[config.mk]
export PLATFORM = sky130hd
export DESIGN_NAME = mws_top
export DESIGN_NICKNAME = d
export VERILOG_FILES = /design/src/logic/mws_pkg.sv /design/src/logic/mws_decode.sv /design/src/logic/mws_top.sv
export SDC_FILE = /design/constraint.sdc
export NUM_CORES = 1
export LEC_CHECK = 0
export BUFFER_PORTS_ARGS = -buffer_cell sky130_fd_sc_hd__buf_2
export CAP_MARGIN = 10
export CORE_MARGIN = 5
export CORE_UTILIZATION = 50
export CTS_BUF_LIST = sky130_fd_sc_hd__clkbuf_2
export DETAILED_ROUTE_END_ITERATION = 10
export PLACE_DENSITY = 0.89
export SETUP_SLACK_MARGIN = 0.05
export SYNTH_ARGS = -nofsm -noshare
export SYNTH_HDL_FRONTEND = slang
export SYNTH_HIERARCHICAL = 1
export SYNTH_SLANG_ARGS = --single-unit
[constraint.sdc]
create_clock -name clk -period 3.6 [get_ports clk]
set_input_delay 0.54 -clock clk [delete_from_list [all_inputs] [get_ports clk]]
set_output_delay 0.54 -clock clk [all_outputs]
set_load 0.03 [all_outputs]
[src/logic/mws_pkg.sv]
package mws_pkg;
    localparam int unsigned ADDR_W = 22;
    localparam int unsigned WS_W = 5;
    // byte addresses of the configuration registers
    localparam logic [11:0] REG_CTRL = 12'h000;
    localparam logic [11:0] REG_FLASH_WS = 12'h004;
    localparam logic [11:0] REG_OTP_WS = 12'h008;
    localparam logic [11:0] REG_STATUS = 12'h00C;
    // ctrl fields: bit per region protected
    localparam int unsigned CTRL_PROT_F1 = 0;
    localparam int unsigned CTRL_PROT_F2 = 1;
    localparam logic [1:0] CTRL_RESET = 2'h3;
    // flash ws fields: paged [3:0], random [11:8]
    localparam int unsigned FWS_PAGED_LSB = 0;
    localparam int unsigned FWS_RANDOM_LSB = 8;
    localparam logic [3:0] FWS_PAGED_RESET = 4'hF;
    localparam logic [3:0] FWS_RANDOM_RESET = 4'hF;
    localparam logic [3:0] OTP_WS_RESET = 4'hF;
    localparam logic [3:0] RANDOM_MIN = 4'h1;
    localparam logic [3:0] OTP_MIN = 4'h1;
    localparam logic [WS_W-1:0] READ_WS_PF = 5'h02;
    localparam logic [WS_W-1:0] PASSWORD_WS = 5'h10;
    // region bases and ends (word addresses)
    localparam logic [ADDR_W-1:0] LOWRAM_LO = 22'h000000;
    localparam logic [ADDR_W-1:0] LOWRAM_HI = 22'h0007FF;
    localparam logic [ADDR_W-1:0] PF0_LO = 22'h000800;
    localparam logic [ADDR_W-1:0] PF0_HI = 22'h0013FF;
    localparam logic [ADDR_W-1:0] PF3_LO = 22'h005000;
    localparam logic [ADDR_W-1:0] PF3_HI = 22'h005FFF;
    localparam logic [ADDR_W-1:0] PF1_LO = 22'h006000;
    localparam logic [ADDR_W-1:0] PF1_HI = 22'h006FFF;
    localparam logic [ADDR_W-1:0] PF2_LO = 22'h007000;
    localparam logic [ADDR_W-1:0] PF2_HI = 22'h007FFF;
    localparam logic [ADDR_W-1:0] LRAM_LO = 22'h008000;
    localparam logic [ADDR_W-1:0] LRAM_HI = 22'h00FFFF;
    localparam logic [ADDR_W-1:0] OTP_LO = 22'h3D7800;
    localparam logic [ADDR_W-1:0] OTP_HI = 22'h3D7BFF;
    localparam logic [ADDR_W-1:0] FLASH_LO = 22'h3D8000;
    localparam logic [ADDR_W-1:0] FLASH_HI = 22'h3F7FF7;
    localparam logic [ADDR_W-1:0] PWD_LO = 22'h3F7FF8;
    localparam logic [ADDR_W-1:0] PWD_HI = 22'h3F7FFF;
    localparam logic [ADDR_W-1:0] ROM_LO = 22'h3F8000;
    localparam logic [ADDR_W-1:0] ROM_HI = 22'h3FFFFF;
    typedef enum logic [3:0] {
        MWS_R_NONE = 4'h0, MWS_R_LRAM = 4'h1, MWS_R_PF0 = 4'h2, MWS_R_PF1 = 4'h3,
        MWS_R_PF2 = 4'h4, MWS_R_PF3 = 4'h5, MWS_R_SHARED = 4'h6, MWS_R_OTP = 4'h7,
        MWS_R_FLASH = 4'h8, MWS_R_PWD = 4'h9, MWS_R_ROM = 4'hA
    } mws_region_e;
    typedef enum logic [1:0] {
        MWS_IDLE = 2'b00, MWS_WAIT = 2'b01, MWS_HOLD = 2'b11
    } mws_state_e;
endpackage

[src/logic/mws_decode.sv]
`timescale 1ns/1ps
module mws_decode (
    input wire logic [mws_pkg::ADDR_W-1:0] addr,
    output mws_pkg::mws_region_e region
);
    always_comb begin
        region = mws_pkg::MWS_R_NONE;
        if (addr <= mws_pkg::LOWRAM_HI) begin
            region = mws_pkg::MWS_R_LRAM;
        end else if (addr >= mws_pkg::PF0_LO && addr <= mws_pkg::PF0_HI) begin
            region = mws_pkg::MWS_R_PF0;
        end else if (addr >= mws_pkg::PF3_LO && addr <= mws_pkg::PF3_HI) begin
            region = mws_pkg::MWS_R_PF3;
        end else if (addr >= mws_pkg::PF1_LO && addr <= mws_pkg::PF1_HI) begin
            region = mws_pkg::MWS_R_PF1;
        end else if (addr >= mws_pkg::PF2_LO && addr <= mws_pkg::PF2_HI) begin
            region = mws_pkg::MWS_R_PF2;
        end else if (addr >= mws_pkg::LRAM_LO && addr <= mws_pkg::LRAM_HI) begin
            region = mws_pkg::MWS_R_SHARED;
        end else if (addr >= mws_pkg::OTP_LO && addr <= mws_pkg::OTP_HI) begin
            region = mws_pkg::MWS_R_OTP;
        end else if (addr >= mws_pkg::FLASH_LO && addr <= mws_pkg::FLASH_HI) begin
            region = mws_pkg::MWS_R_FLASH;
        end else if (addr >= mws_pkg::PWD_LO && addr <= mws_pkg::PWD_HI) begin
            region = mws_pkg::MWS_R_PWD;
        end else if (addr >= mws_pkg::ROM_LO) begin
            region = mws_pkg::MWS_R_ROM;
        end
    end
endmodule // mws_decode

[src/logic/mws_top.sv]
`timescale 1ns/1ps
module mws_top (
    input wire logic clk,
    input wire logic rst,
    // ahb-lite configuration slave
    input wire logic hsel,
    input wire logic [31:0] haddr,
    input wire logic [1:0] htrans,
    input wire logic hwrite,
    input wire logic [2:0] hsize,
    input wire logic [31:0] hwdata,
    input wire logic hready,
    output logic [31:0] hrdata,
    output logic hreadyout,
    output logic hresp,
    // cpu side
    input wire logic cpu_req,
    input wire logic cpu_write,
    input wire logic [mws_pkg::ADDR_W-1:0] cpu_addr,
    input wire logic cpu_paged,
    output logic cpu_stall,
    output logic cpu_done,
    // memory / peripheral side
    output logic mem_en,
    output logic mem_write,
    output logic [mws_pkg::ADDR_W-1:0] mem_addr,
    input wire logic periph_ready,
    input wire logic contend
);
    mws_pkg::mws_region_e region;
    mws_pkg::mws_state_e st_q, st_d;
    logic [mws_pkg::WS_W-1:0] cnt_q, cnt_d;
    logic [1:0] prot_q, prot_d;
    logic [3:0] paged_q, paged_d, random_q, random_d, otp_q, otp_d;
    logic last_f1_wr_q, last_f1_wr_d;
    logic stall_q, stall_d, done_q, done_d, en_q, en_d, wr_q, wr_d;
    logic [mws_pkg::ADDR_W-1:0] addr_q, addr_d;
    logic [mws_pkg::ADDR_W-1:0] pend_addr_q, pend_addr_d;
    logic pend_wr_q, pend_wr_d;
    logic busy_q, busy_d;
    mws_pkg::mws_region_e cur_q, cur_d;
    logic [mws_pkg::WS_W-1:0] ws;
    logic extendable, is_prot;
    logic [31:0] rdata_q, rdata_d;
    logic ph_q, ph_d, phw_q, phw_d;
    logic [11:0] pha_q, pha_d;
    logic [3:0] rnd_eff, otp_eff;

    mws_decode u_dec (
        .addr(cpu_addr),
        .region(region)
    );

    // clamp programmed values to legal floors
    always_comb begin
        otp_eff = (otp_q < mws_pkg::OTP_MIN) ? mws_pkg::OTP_MIN : otp_q;
        rnd_eff = (random_q < mws_pkg::RANDOM_MIN) ? mws_pkg::RANDOM_MIN : random_q;
        if (rnd_eff < paged_q) begin
            rnd_eff = paged_q;
        end
    end

    always_comb begin
        ws = '0;
        extendable = 1'b0;
        is_prot = 1'b0;
        unique case (region)
            mws_pkg::MWS_R_PF1: begin
                ws = cpu_write ? '0 : mws_pkg::READ_WS_PF;
                extendable = 1'b1;
                is_prot = prot_q[mws_pkg::CTRL_PROT_F1];
                if (cpu_write && last_f1_wr_q) begin
                    ws = 5'h01;
                end
            end
            mws_pkg::MWS_R_PF2: begin
                ws = cpu_write ? '0 : mws_pkg::READ_WS_PF;
                is_prot = prot_q[mws_pkg::CTRL_PROT_F2];
            end
            mws_pkg::MWS_R_PF3: begin
                ws = cpu_write ? '0 : mws_pkg::READ_WS_PF;
                extendable = 1'b1;
            end
            mws_pkg::MWS_R_OTP: ws = {1'b0, otp_eff};
            mws_pkg::MWS_R_FLASH: ws = {1'b0, cpu_paged ? paged_q : rnd_eff};
            mws_pkg::MWS_R_PWD: ws = mws_pkg::PASSWORD_WS;
            mws_pkg::MWS_R_LRAM, mws_pkg::MWS_R_PF0, mws_pkg::MWS_R_SHARED,
            mws_pkg::MWS_R_ROM, mws_pkg::MWS_R_NONE: ws = '0;
            default: ws = '0;
        endcase
    end

    // access sequencer
    always_comb begin
        st_d = st_q;
        cnt_d = cnt_q;
        stall_d = 1'b0;
        done_d = 1'b0;
        en_d = 1'b0;
        wr_d = wr_q;
        addr_d = addr_q;
        cur_d = cur_q;
        last_f1_wr_d = last_f1_wr_q;
        pend_addr_d = pend_addr_q;
        pend_wr_d = pend_wr_q;
        busy_d = busy_q;
        unique case (st_q)
            mws_pkg::MWS_IDLE: begin
                if (cpu_req) begin
                    en_d = 1'b1;
                    wr_d = cpu_write;
                    addr_d = cpu_addr;
                    cur_d = region;
                    last_f1_wr_d = cpu_write && region == mws_pkg::MWS_R_PF1;
                    // reads of a protected region are not let past a pending protected write
                    if (is_prot && busy_q && !cpu_write) begin
                        cnt_d = 5'h01;
                        st_d = mws_pkg::MWS_HOLD;
                        stall_d = 1'b1;
                    end else if (ws != '0 || (region == mws_pkg::MWS_R_PF3 && contend) ||
                            (region == mws_pkg::MWS_R_SHARED && contend)) begin
                        cnt_d = ws;
                        st_d = mws_pkg::MWS_WAIT;
                        stall_d = 1'b1;
                    end else begin
                        done_d = 1'b1;
                    end
                    busy_d = is_prot && cpu_write;
                    pend_addr_d = cpu_addr;
                    pend_wr_d = cpu_write;
                end else begin
                    busy_d = 1'b0;
                    last_f1_wr_d = 1'b0;
                end
            end
            mws_pkg::MWS_HOLD: begin
                en_d = 1'b1;
                stall_d = 1'b1;
                busy_d = 1'b0;
                st_d = mws_pkg::MWS_WAIT;
                cnt_d = ws;
            end
            mws_pkg::MWS_WAIT: begin
                en_d = 1'b1;
                stall_d = 1'b1;
                if (cnt_q != '0) begin
                    cnt_d = cnt_q - 5'h01;
                end else if ((extendable && !periph_ready) || contend) begin
                    cnt_d = '0;
                end else begin
                    stall_d = 1'b0;
                    done_d = 1'b1;
                    en_d = 1'b0;
                    st_d = mws_pkg::MWS_IDLE;
                end
            end
            default: st_d = mws_pkg::MWS_IDLE;
        endcase
    end

    // ahb-lite register slave, zero-wait, always okay
    always_comb begin
        ph_d = hsel && hready && htrans[1];
        phw_d = hwrite;
        pha_d = haddr[11:0];
        prot_d = prot_q;
        paged_d = paged_q;
        random_d = random_q;
        otp_d = otp_q;
        rdata_d = rdata_q;
        if (ph_q && phw_q) begin
            unique case (pha_q)
                mws_pkg::REG_CTRL: prot_d = hwdata[1:0];
                mws_pkg::REG_FLASH_WS: begin
                    paged_d = hwdata[mws_pkg::FWS_PAGED_LSB +: 4];
                    random_d = hwdata[mws_pkg::FWS_RANDOM_LSB +: 4];
                end
                mws_pkg::REG_OTP_WS: otp_d = hwdata[3:0];
                default: ;
            endcase
        end
        if (hsel && hready && htrans[1] && !hwrite) begin
            unique case (haddr[11:0])
                mws_pkg::REG_CTRL: rdata_d = {30'h0, prot_q};
                mws_pkg::REG_FLASH_WS: rdata_d = {20'h0, rnd_eff, 4'h0, paged_q};
                mws_pkg::REG_OTP_WS: rdata_d = {28'h0, otp_eff};
                mws_pkg::REG_STATUS: rdata_d = {24'h0, 3'h0, cur_q, st_q == mws_pkg::MWS_IDLE};
                default: rdata_d = 32'h0;
            endcase
        end
    end

    always_ff @(posedge clk or posedge rst) begin
        if (rst) begin
            st_q <= mws_pkg::MWS_IDLE;
            cnt_q <= '0;
            stall_q <= 1'b0;
            done_q <= 1'b0;
            en_q <= 1'b0;
            wr_q <= 1'b0;
            addr_q <= '0;
            cur_q <= mws_pkg::MWS_R_NONE;
            last_f1_wr_q <= 1'b0;
            pend_addr_q <= '0;
            pend_wr_q <= 1'b0;
            busy_q <= 1'b0;
            prot_q <= mws_pkg::CTRL_RESET;
            paged_q <= mws_pkg::FWS_PAGED_RESET;
            random_q <= mws_pkg::FWS_RANDOM_RESET;
            otp_q <= mws_pkg::OTP_WS_RESET;
            rdata_q <= 32'h0;
            ph_q <= 1'b0;
            phw_q <= 1'b0;
            pha_q <= 12'h000;
        end else begin
            st_q <= st_d;
            cnt_q <= cnt_d;
            stall_q <= stall_d;
            done_q <= done_d;
            en_q <= en_d;
            wr_q <= wr_d;
            addr_q <= addr_d;
            cur_q <= cur_d;
            last_f1_wr_q <= last_f1_wr_d;
            pend_addr_q <= pend_addr_d;
            pend_wr_q <= pend_wr_d;
            busy_q <= busy_d;
            prot_q <= prot_d;
            paged_q <= paged_d;
            random_q <= random_d;
            otp_q <= otp_d;
            rdata_q <= rdata_d;
            ph_q <= ph_d;
            phw_q <= phw_d;
            pha_q <= pha_d;
        end
    end

    assign hrdata = rdata_q;
    assign hreadyout = 1'b1;
    assign hresp = 1'b0;
    assign cpu_stall = stall_q;
    assign cpu_done = done_q;
    assign mem_en = en_q;
    assign mem_write = wr_q;
    assign mem_addr = addr_q;
endmodule // mws_top

# Word level (Yosys, flattened, before mapping)
# Cells that the tools add are included.
[word_totals] out_inout_bits=60 ff_bits=99 word_cells=149
[classes] reduce_logical=41 n_eq_ne=19 addsub=1 muxes=49 n_lt_le_gt_ge=21
[op_table] op="22-bit >= comparator, second input constant" count=4
[op_table] op="22-bit by 15-bit >= comparator with 1-bit output, second input constant" count=3
[op_table] op="22-bit by 15-bit less-or-equal comparator with 1-bit output, second input constant" count=3
[op_table] op="22-bit less-or-equal comparator, second input constant" count=3
[op_table] op="4-bit two-way mux" count=14
[op_table] op="12-bit one-hot mux with 4 select lines" count=1
[op_table] op="12-bit by 4-bit == test with 1-bit output, second input constant" count=3
[op_table] op="5-bit two-way mux" count=5
[op_table] op="5-bit one-hot mux with 5 select lines" count=1
[op_table] op="12-bit by 3-bit == test with 1-bit output, second input constant" count=2
[op_table] op="12-bit logical NOT" count=2
[op_table] op="22-bit by 12-bit >= comparator with 1-bit output, second input constant" count=1
[op_table] op="22-bit by 16-bit >= comparator with 1-bit output, second input constant" count=1
[op_table] op="22-bit by 11-bit less-or-equal comparator with 1-bit output, second input constant" count=1
[op_table] op="22-bit by 13-bit less-or-equal comparator with 1-bit output, second input constant" count=1
[op_table] op="22-bit by 16-bit less-or-equal comparator with 1-bit output, second input constant" count=1
[op_table] op="1-bit logical AND" count=20
[op_table] op="4-bit by 3-bit == test with 1-bit output, second input constant" count=4
[op_table] op="5-bit one-hot mux with 3 select lines" count=1
[op_table] op="1-bit two-way mux" count=14
[op_table] op="2-bit two-way mux" count=7
[op_table] op="5-bit nonzero test" count=2
[op_table] op="4-bit == test, second input constant" count=2
[op_table] op="4-bit by 1-bit < comparator with 1-bit output, second input constant" count=2
[op_table] op="18 further kinds" count=33

# Depth between registers and ports, before layout
[depth] word_depth=21 ltp_mapped=12 mapped_depth_nobuf=11

# Hierarchy
# The synthesis kept the hierarchy.
[by_module_without_submodules] module="mws_top" cells_each=339 area_each_um2=3880.0 instances=1 seq_area_each_um2=1919.3
[by_module_without_submodules] module="mws_decode" cells_each=29 area_each_um2=173.9 instances=1 seq_area_each_um2=0.0

# Worst setup path before layout
# No wires, ideal clock.
[synth_timing] path_kind="input to register" start="input port cpu_addr[20] (netlist name)" end="register cnt_q[0] (netlist name)" path_stages=12 path_buffers=1 arrival_time_ns=3.143 slack_ns=0.332 cell_sequence="nor4_1 > nand2_1 > or4_1 > nand3_1 > buf_2 > and4bb_2 > a21oi_2 > nor4b_2 > nor4_2 > a41oi_4 > o21ai_4 > mux2_4"
[synth_via] elab_chain_len=19
[synth_rtl] item="start: declaration" line_no="mws_top.sv:19" rtl="input wire logic [mws_pkg::ADDR_W-1:0] cpu_addr,"
[synth_rtl] item="22-bit >= comparator / 22-bit less-or-equal comparator (equally long branches)" line_no="mws_decode.sv:24" rtl="end else if (addr >= mws_pkg::PWD_LO && addr <= mws_pkg::PWD_HI) begin"
[synth_rtl] item="1-bit logical AND" line_no="mws_decode.sv:24"
[synth_rtl] item="4-bit two-way mux" line_no="mws_decode.sv:24"
[synth_rtl] item="4-bit two-way mux" line_no="mws_decode.sv:22" rtl="end else if (addr >= mws_pkg::FLASH_LO && addr <= mws_pkg::FLASH_HI) begin"
[synth_rtl] item="4-bit two-way mux" line_no="mws_decode.sv:20" rtl="end else if (addr >= mws_pkg::OTP_LO && addr <= mws_pkg::OTP_HI) begin"
[synth_rtl] item="4-bit two-way mux" line_no="mws_decode.sv:18" rtl="end else if (addr >= mws_pkg::LRAM_LO && addr <= mws_pkg::LRAM_HI) begin"
[synth_rtl] item="4-bit two-way mux" line_no="mws_decode.sv:16" rtl="end else if (addr >= mws_pkg::PF2_LO && addr <= mws_pkg::PF2_HI) begin"
[synth_rtl] item="4-bit two-way mux" line_no="mws_decode.sv:14" rtl="end else if (addr >= mws_pkg::PF1_LO && addr <= mws_pkg::PF1_HI) begin"
[synth_rtl] item="(+3 left out)"
[synth_rtl] item="via region[0]" line_no="mws_top.sv:30" rtl="mws_pkg::mws_region_e region;"
[synth_rtl] item="4-bit by 3-bit == test with 1-bit output, on equally long branches" line_no="mws_top.sv:67, mws_top.sv:120"
[synth_rtl] item="2-bit OR reduction (no line)"
[synth_rtl] item="5-bit one-hot mux with 5 select lines" line_no="mws_top.sv:67" rtl="unique case (region)"
[synth_rtl] item="5-bit nonzero test" line_no="mws_top.sv:120" rtl="end else if (ws != '0 || (region == mws_pkg::MWS_R_PF3 && contend) ||"
[synth_rtl] item="1-bit logical OR (2 in series)" line_no="mws_top.sv:120"
[synth_rtl] item="3-bit inequality test (no line)"
[synth_rtl] item="4-bit AND reduction (no line)"
[synth_rtl] item="end signal: assignment" line_no="mws_top.sv:217" rtl="cnt_q <= cnt_d;"
[synth_rtl] item="end: declaration" line_no="mws_top.sv:32" rtl="logic [mws_pkg::WS_W-1:0] cnt_q, cnt_d;"
# Mark *: on every way through the listed nets, which the timed path passes. The rest lies on a longest branch. The select of a mux whose other input is x is not followed.
# A chain may end at the register's enable or synchronous reset.

# Worst setup path in the final report
[layout_timing] start="input port cpu_addr[20] (netlist name)" end="register cnt_q[1] (netlist name)"
# The elaborated chain is that of the path after synthesis.

==> flow_metrics.tcl <==
set metrics [dict create \
    viasPerCell 5.594 \
    synth_flop_cell "dfrtp_1" \
    synth_edf_count 0 \
    area_delta_synth_final_pct 14.57 \
    initial_core_util_pct 51.92 \
    timing.fmax_ghz 0.3318 \
    period_share_pct 83.73 \
    rows 32 \
    arrival_ns 3.44 \
    cts.sinks 76 \
    synth-seq-cells 76 \
    r2r_end "cnt_q[1]" \
    pwr-share-comb_pct 41.6 \
    crit_required_ns 4.02 \
    crit_chain "buf_2 > nor4_1 > nand2_1 > or4_1 > nand3_1 > buf_4 > and3b_1 > a21oi_2 > nor4b_2 > nor4_2 > a41oi_4 > o21ai_4 > mux2_4" \
    timing.rr.start "paged_q[1]" \
    detailed_place_hpwl_mm 7.053 \
    clockPowerShare_pct 17.4 \
    yosysSeqAreaShare_pct 47.35 \
    clock_latency_ns 0.52 \
    tightest_slew_ns 1.172 \
    avgSynthCellArea_um2 11.02 \
    synthCells 368 \
    finalSetupViolations 0 \
    fin_cells 569 \
    core_area_um2 7807 \
    crit_path_max_incr_delay_ns 0.50 \
    critPathMaxFanout 5 \
    slew_headroom_pct 21.66 \
    hold_buffers 0 \
    p_leak_nw 2.186 \
    post-place-cells 553 \
    clkTransAtPathRegs_ns 0.22 \
    crit_cells 13 \
    wl_mm 9.223 \
    placed_area_um2 4526 \
    synthArstFlopShare_pct 100.0 \
    cts_buffers 9 \
    pin_count 161 \
    seqPwrFrac_pct 41.0 \
    drt-pass1-iter-count 5 \
    hold_end "phw_q" \
    grt_pass1_wl_mm 15.27 \
    most-common-layout-cells "87 x buf_2, 62 x dfrtp_1, 42 x mux2_2" \
    vias 3183 \
    final_common_cell "buf_2" \
    grt_pass1_vias 3254 \
    whs_path_depth 1 \
    n_fill_cell 633 \
    fin_setup_tns_ns 0 \
    cts_tree "done" \
    diodes 0 \
    yosysUniqueCellTypes 69 \
    drcViolationCount 0 \
    postCtsSetupBuffers 0 \
    antenna_left 0 \
    wl_per_cell_um 16.21 \
    fin_crit_ns 3.014 \
    clk_path_buf_depth 2 \
    hp-class "in -> reg" \
    r2r_cells 9 \
    rsz0062_at_grt "no" \
    power.internal_mw 1.634 \
    endpoint_kind "flip-flop" \
    crit_family "simple AND/OR/NAND/NOR gates" \
    ir_drop_mv 0.4534 \
    root_buffer "clkbuf_2" \
    layout.nets 571 \
    drive_above_1_share_pct 41.11 \
    power_density_nw_per_um2 600.6 \
    swShare_pct 41.41 \
    critPathBufInv 2 \
    synth_warnings 6 \
    grt_antenna_before_repair 0 \
    r2r_setup_slack_ns 0.68 \
    grt_start_max_net_pins 47 \
    p_sw_mw 1.155 \
    drv_cap 0 \
    cts_resized 0 \
    fin_area_um2 4644 \
    outcome "finished, final reports clean" \
    finClkSkew_ns 0.03133 \
    first_iter_violations 197 \
    grt_overflow 0 \
    cts.htree.levels 3 \
    die_y_um 100.0 \
    place_congestion 0.9179 \
    worstHoldStart "hwrite" \
    dieArea_um2 10010 \
    crit_type "in -> reg" \
    finalHoldViolCount 0 \
    syn_area_um2 4054 \
    port_buffers 87 \
    worstSetupStartpointType "input port" \
    die_w_um 100.0 \
    drv_slew 0 \
    cp_slowest_cell "or4_1" \
    track_usage_pct 18.86 \
]
==> through the flow <==
stage	hold slack (ns)	power [mW]	util, %	worst slack (ns)
finish	0.1206	2.790	59.49	0.5859
global route	0.04858	2.954	59.49	0.4953
CTS	0.09116	2.799	59.49	0.6465
detailed placement	0.4646	2.321	57.96	0.07267
global placement	0.4502	2.270	57.96	0.1730
floorplan	0.4348	2.009	-	0.3319
==> cell type report <==
class | instances | area (um^2) | share of cell area [%]
Clock buffer | 9 | 45.04 | 0.9698
Clock inverter | 7 | 73.82 | 1.589
Inverter | 16 | 60.06 | 1.293
Multi-Input combinational cell | 263 | 1916 | 41.24
Sequential cell | 76 | 1919 | 41.33
Tap cell | 102 | 127.6 | 2.748
Timing Repair Buffer | 96 | 503.0 | 10.83
==> Yosys cell counts, types with 2 or more instances <==
cell type | instances | area (um^2)
o2bb2ai_1 | 4 | 35.03
clkbuf_1 | 6 | 22.52
nor4_1 | 5 | 31.28
buf_4 | 27 | 202.7
dfrtp_1 | 62 | 1551
nand3_1 | 7 | 35.03
or3_1 | 2 | 12.51
nor2b_1 | 5 | 31.28
a22oi_1 | 2 | 15.01
mux2_2 | 42 | 473.0
nand2b_1 | 4 | 25.02
a21oi_1 | 16 | 80.08
or2_2 | 2 | 12.51
mux2_4 | 2 | 30.03
nor3_1 | 8 | 40.04
buf_2 | 2 | 10.01
nor3b_1 | 2 | 15.01
nand4b_1 | 2 | 17.52
nand2_1 | 32 | 120.1
and4b_1 | 2 | 20.02
o21ai_0 | 15 | 75.07
o211ai_1 | 3 | 22.52
and3_1 | 2 | 12.51
or4_1 | 2 | 15.01
o221ai_1 | 2 | 17.52
mux4_2 | 2 | 45.04
o31ai_1 | 2 | 15.01
dfstp_2 | 14 | 367.9
nor2_1 | 17 | 63.81
conb_1 | 2 | 7.510
nand4_1 | 7 | 43.79
a21o_1 | 2 | 15.01
nor3_2 | 2 | 20.02
o22ai_1 | 5 | 31.28
ha_1 | 8 | 100.1
inv_1 | 16 | 60.06
==> metal layers <==
| layer | routed length [um] | global-route usage, % | share of wire [%] | vias up |
|---|---|---|---|---|
| met5 | 0 | 0 | 0 | - |
| met4 | 242 | 6.528 | 2.6 | 0 |
| met3 | 729 | 5.281 | 7.9 | 27 |
| met2 | 4545 | 31.14 | 49 | 144 |
| met1 | 3706 | 23.89 | 40 | 1539 |
| li1 | - | - | - | 1473 |
==> worst max path at each step <==
stage	start	slack, ns	endpoint
finish	cpu_addr[20]	0.59	cnt_q[1]
global route	paged_q[1]	0.50	cnt_q[0]
CTS	cpu_addr[20]	0.65	cnt_q[1]
detailed placement	cpu_addr[20]	0.07	cnt_q[1]
global placement	cpu_addr[20]	0.17	cnt_q[0]
floorplan	cpu_addr[20]	0.33	cnt_q[0]
==> cells by family (layout without fill, tap and decap cells) <==
kind of cell    after synthesis  count (layout)  synth area share [%]
buf+inv                      52             128                 7.531
xor+xnor                      1               1                0.2161
mux                          47              47                 13.77
other cells                   2              25                0.1853
compound gates               68              68                 12.19
fa+ha+maj                     8               8                 2.469
flops                        76              76                 47.35
simple gates                114             114                 16.30
==> power groups by stage <==
stage / clock [mW] / combinational, mW / sequential [mW]
finish: 0.485 / 1.16 / 1.14
global route: 0.541 / 1.25 / 1.17
CTS: 0.490 / 1.17 / 1.14
detailed placement: 0 / 1.16 / 1.16
global placement: 0 / 1.13 / 1.14
floorplan: 0 / 0.561 / 1.45
==> worst register-to-register path, stage by stage, from the launching register on <==
cell      delay [ns]
dfstp_2         0.62
inv_1           0.07
ha_1            0.33
or4b_1          0.48
and4_4          0.21
a211oi_1        0.31
nor3_2          0.13
a41oi_4         0.25
o21ai_4         0.12
mux2_4          0.32
==> flip-flops by register name (all words and copies together) (netlist names), 2 cells and up <==
name and flops:
cur_q 4, st_q 2, pha_q 12, paged_q 4, prot_q 2, otp_q 4
cnt_q 5, hrdata 9, mem_addr 22, random_q 4
(Power assumes the default switching activity.)
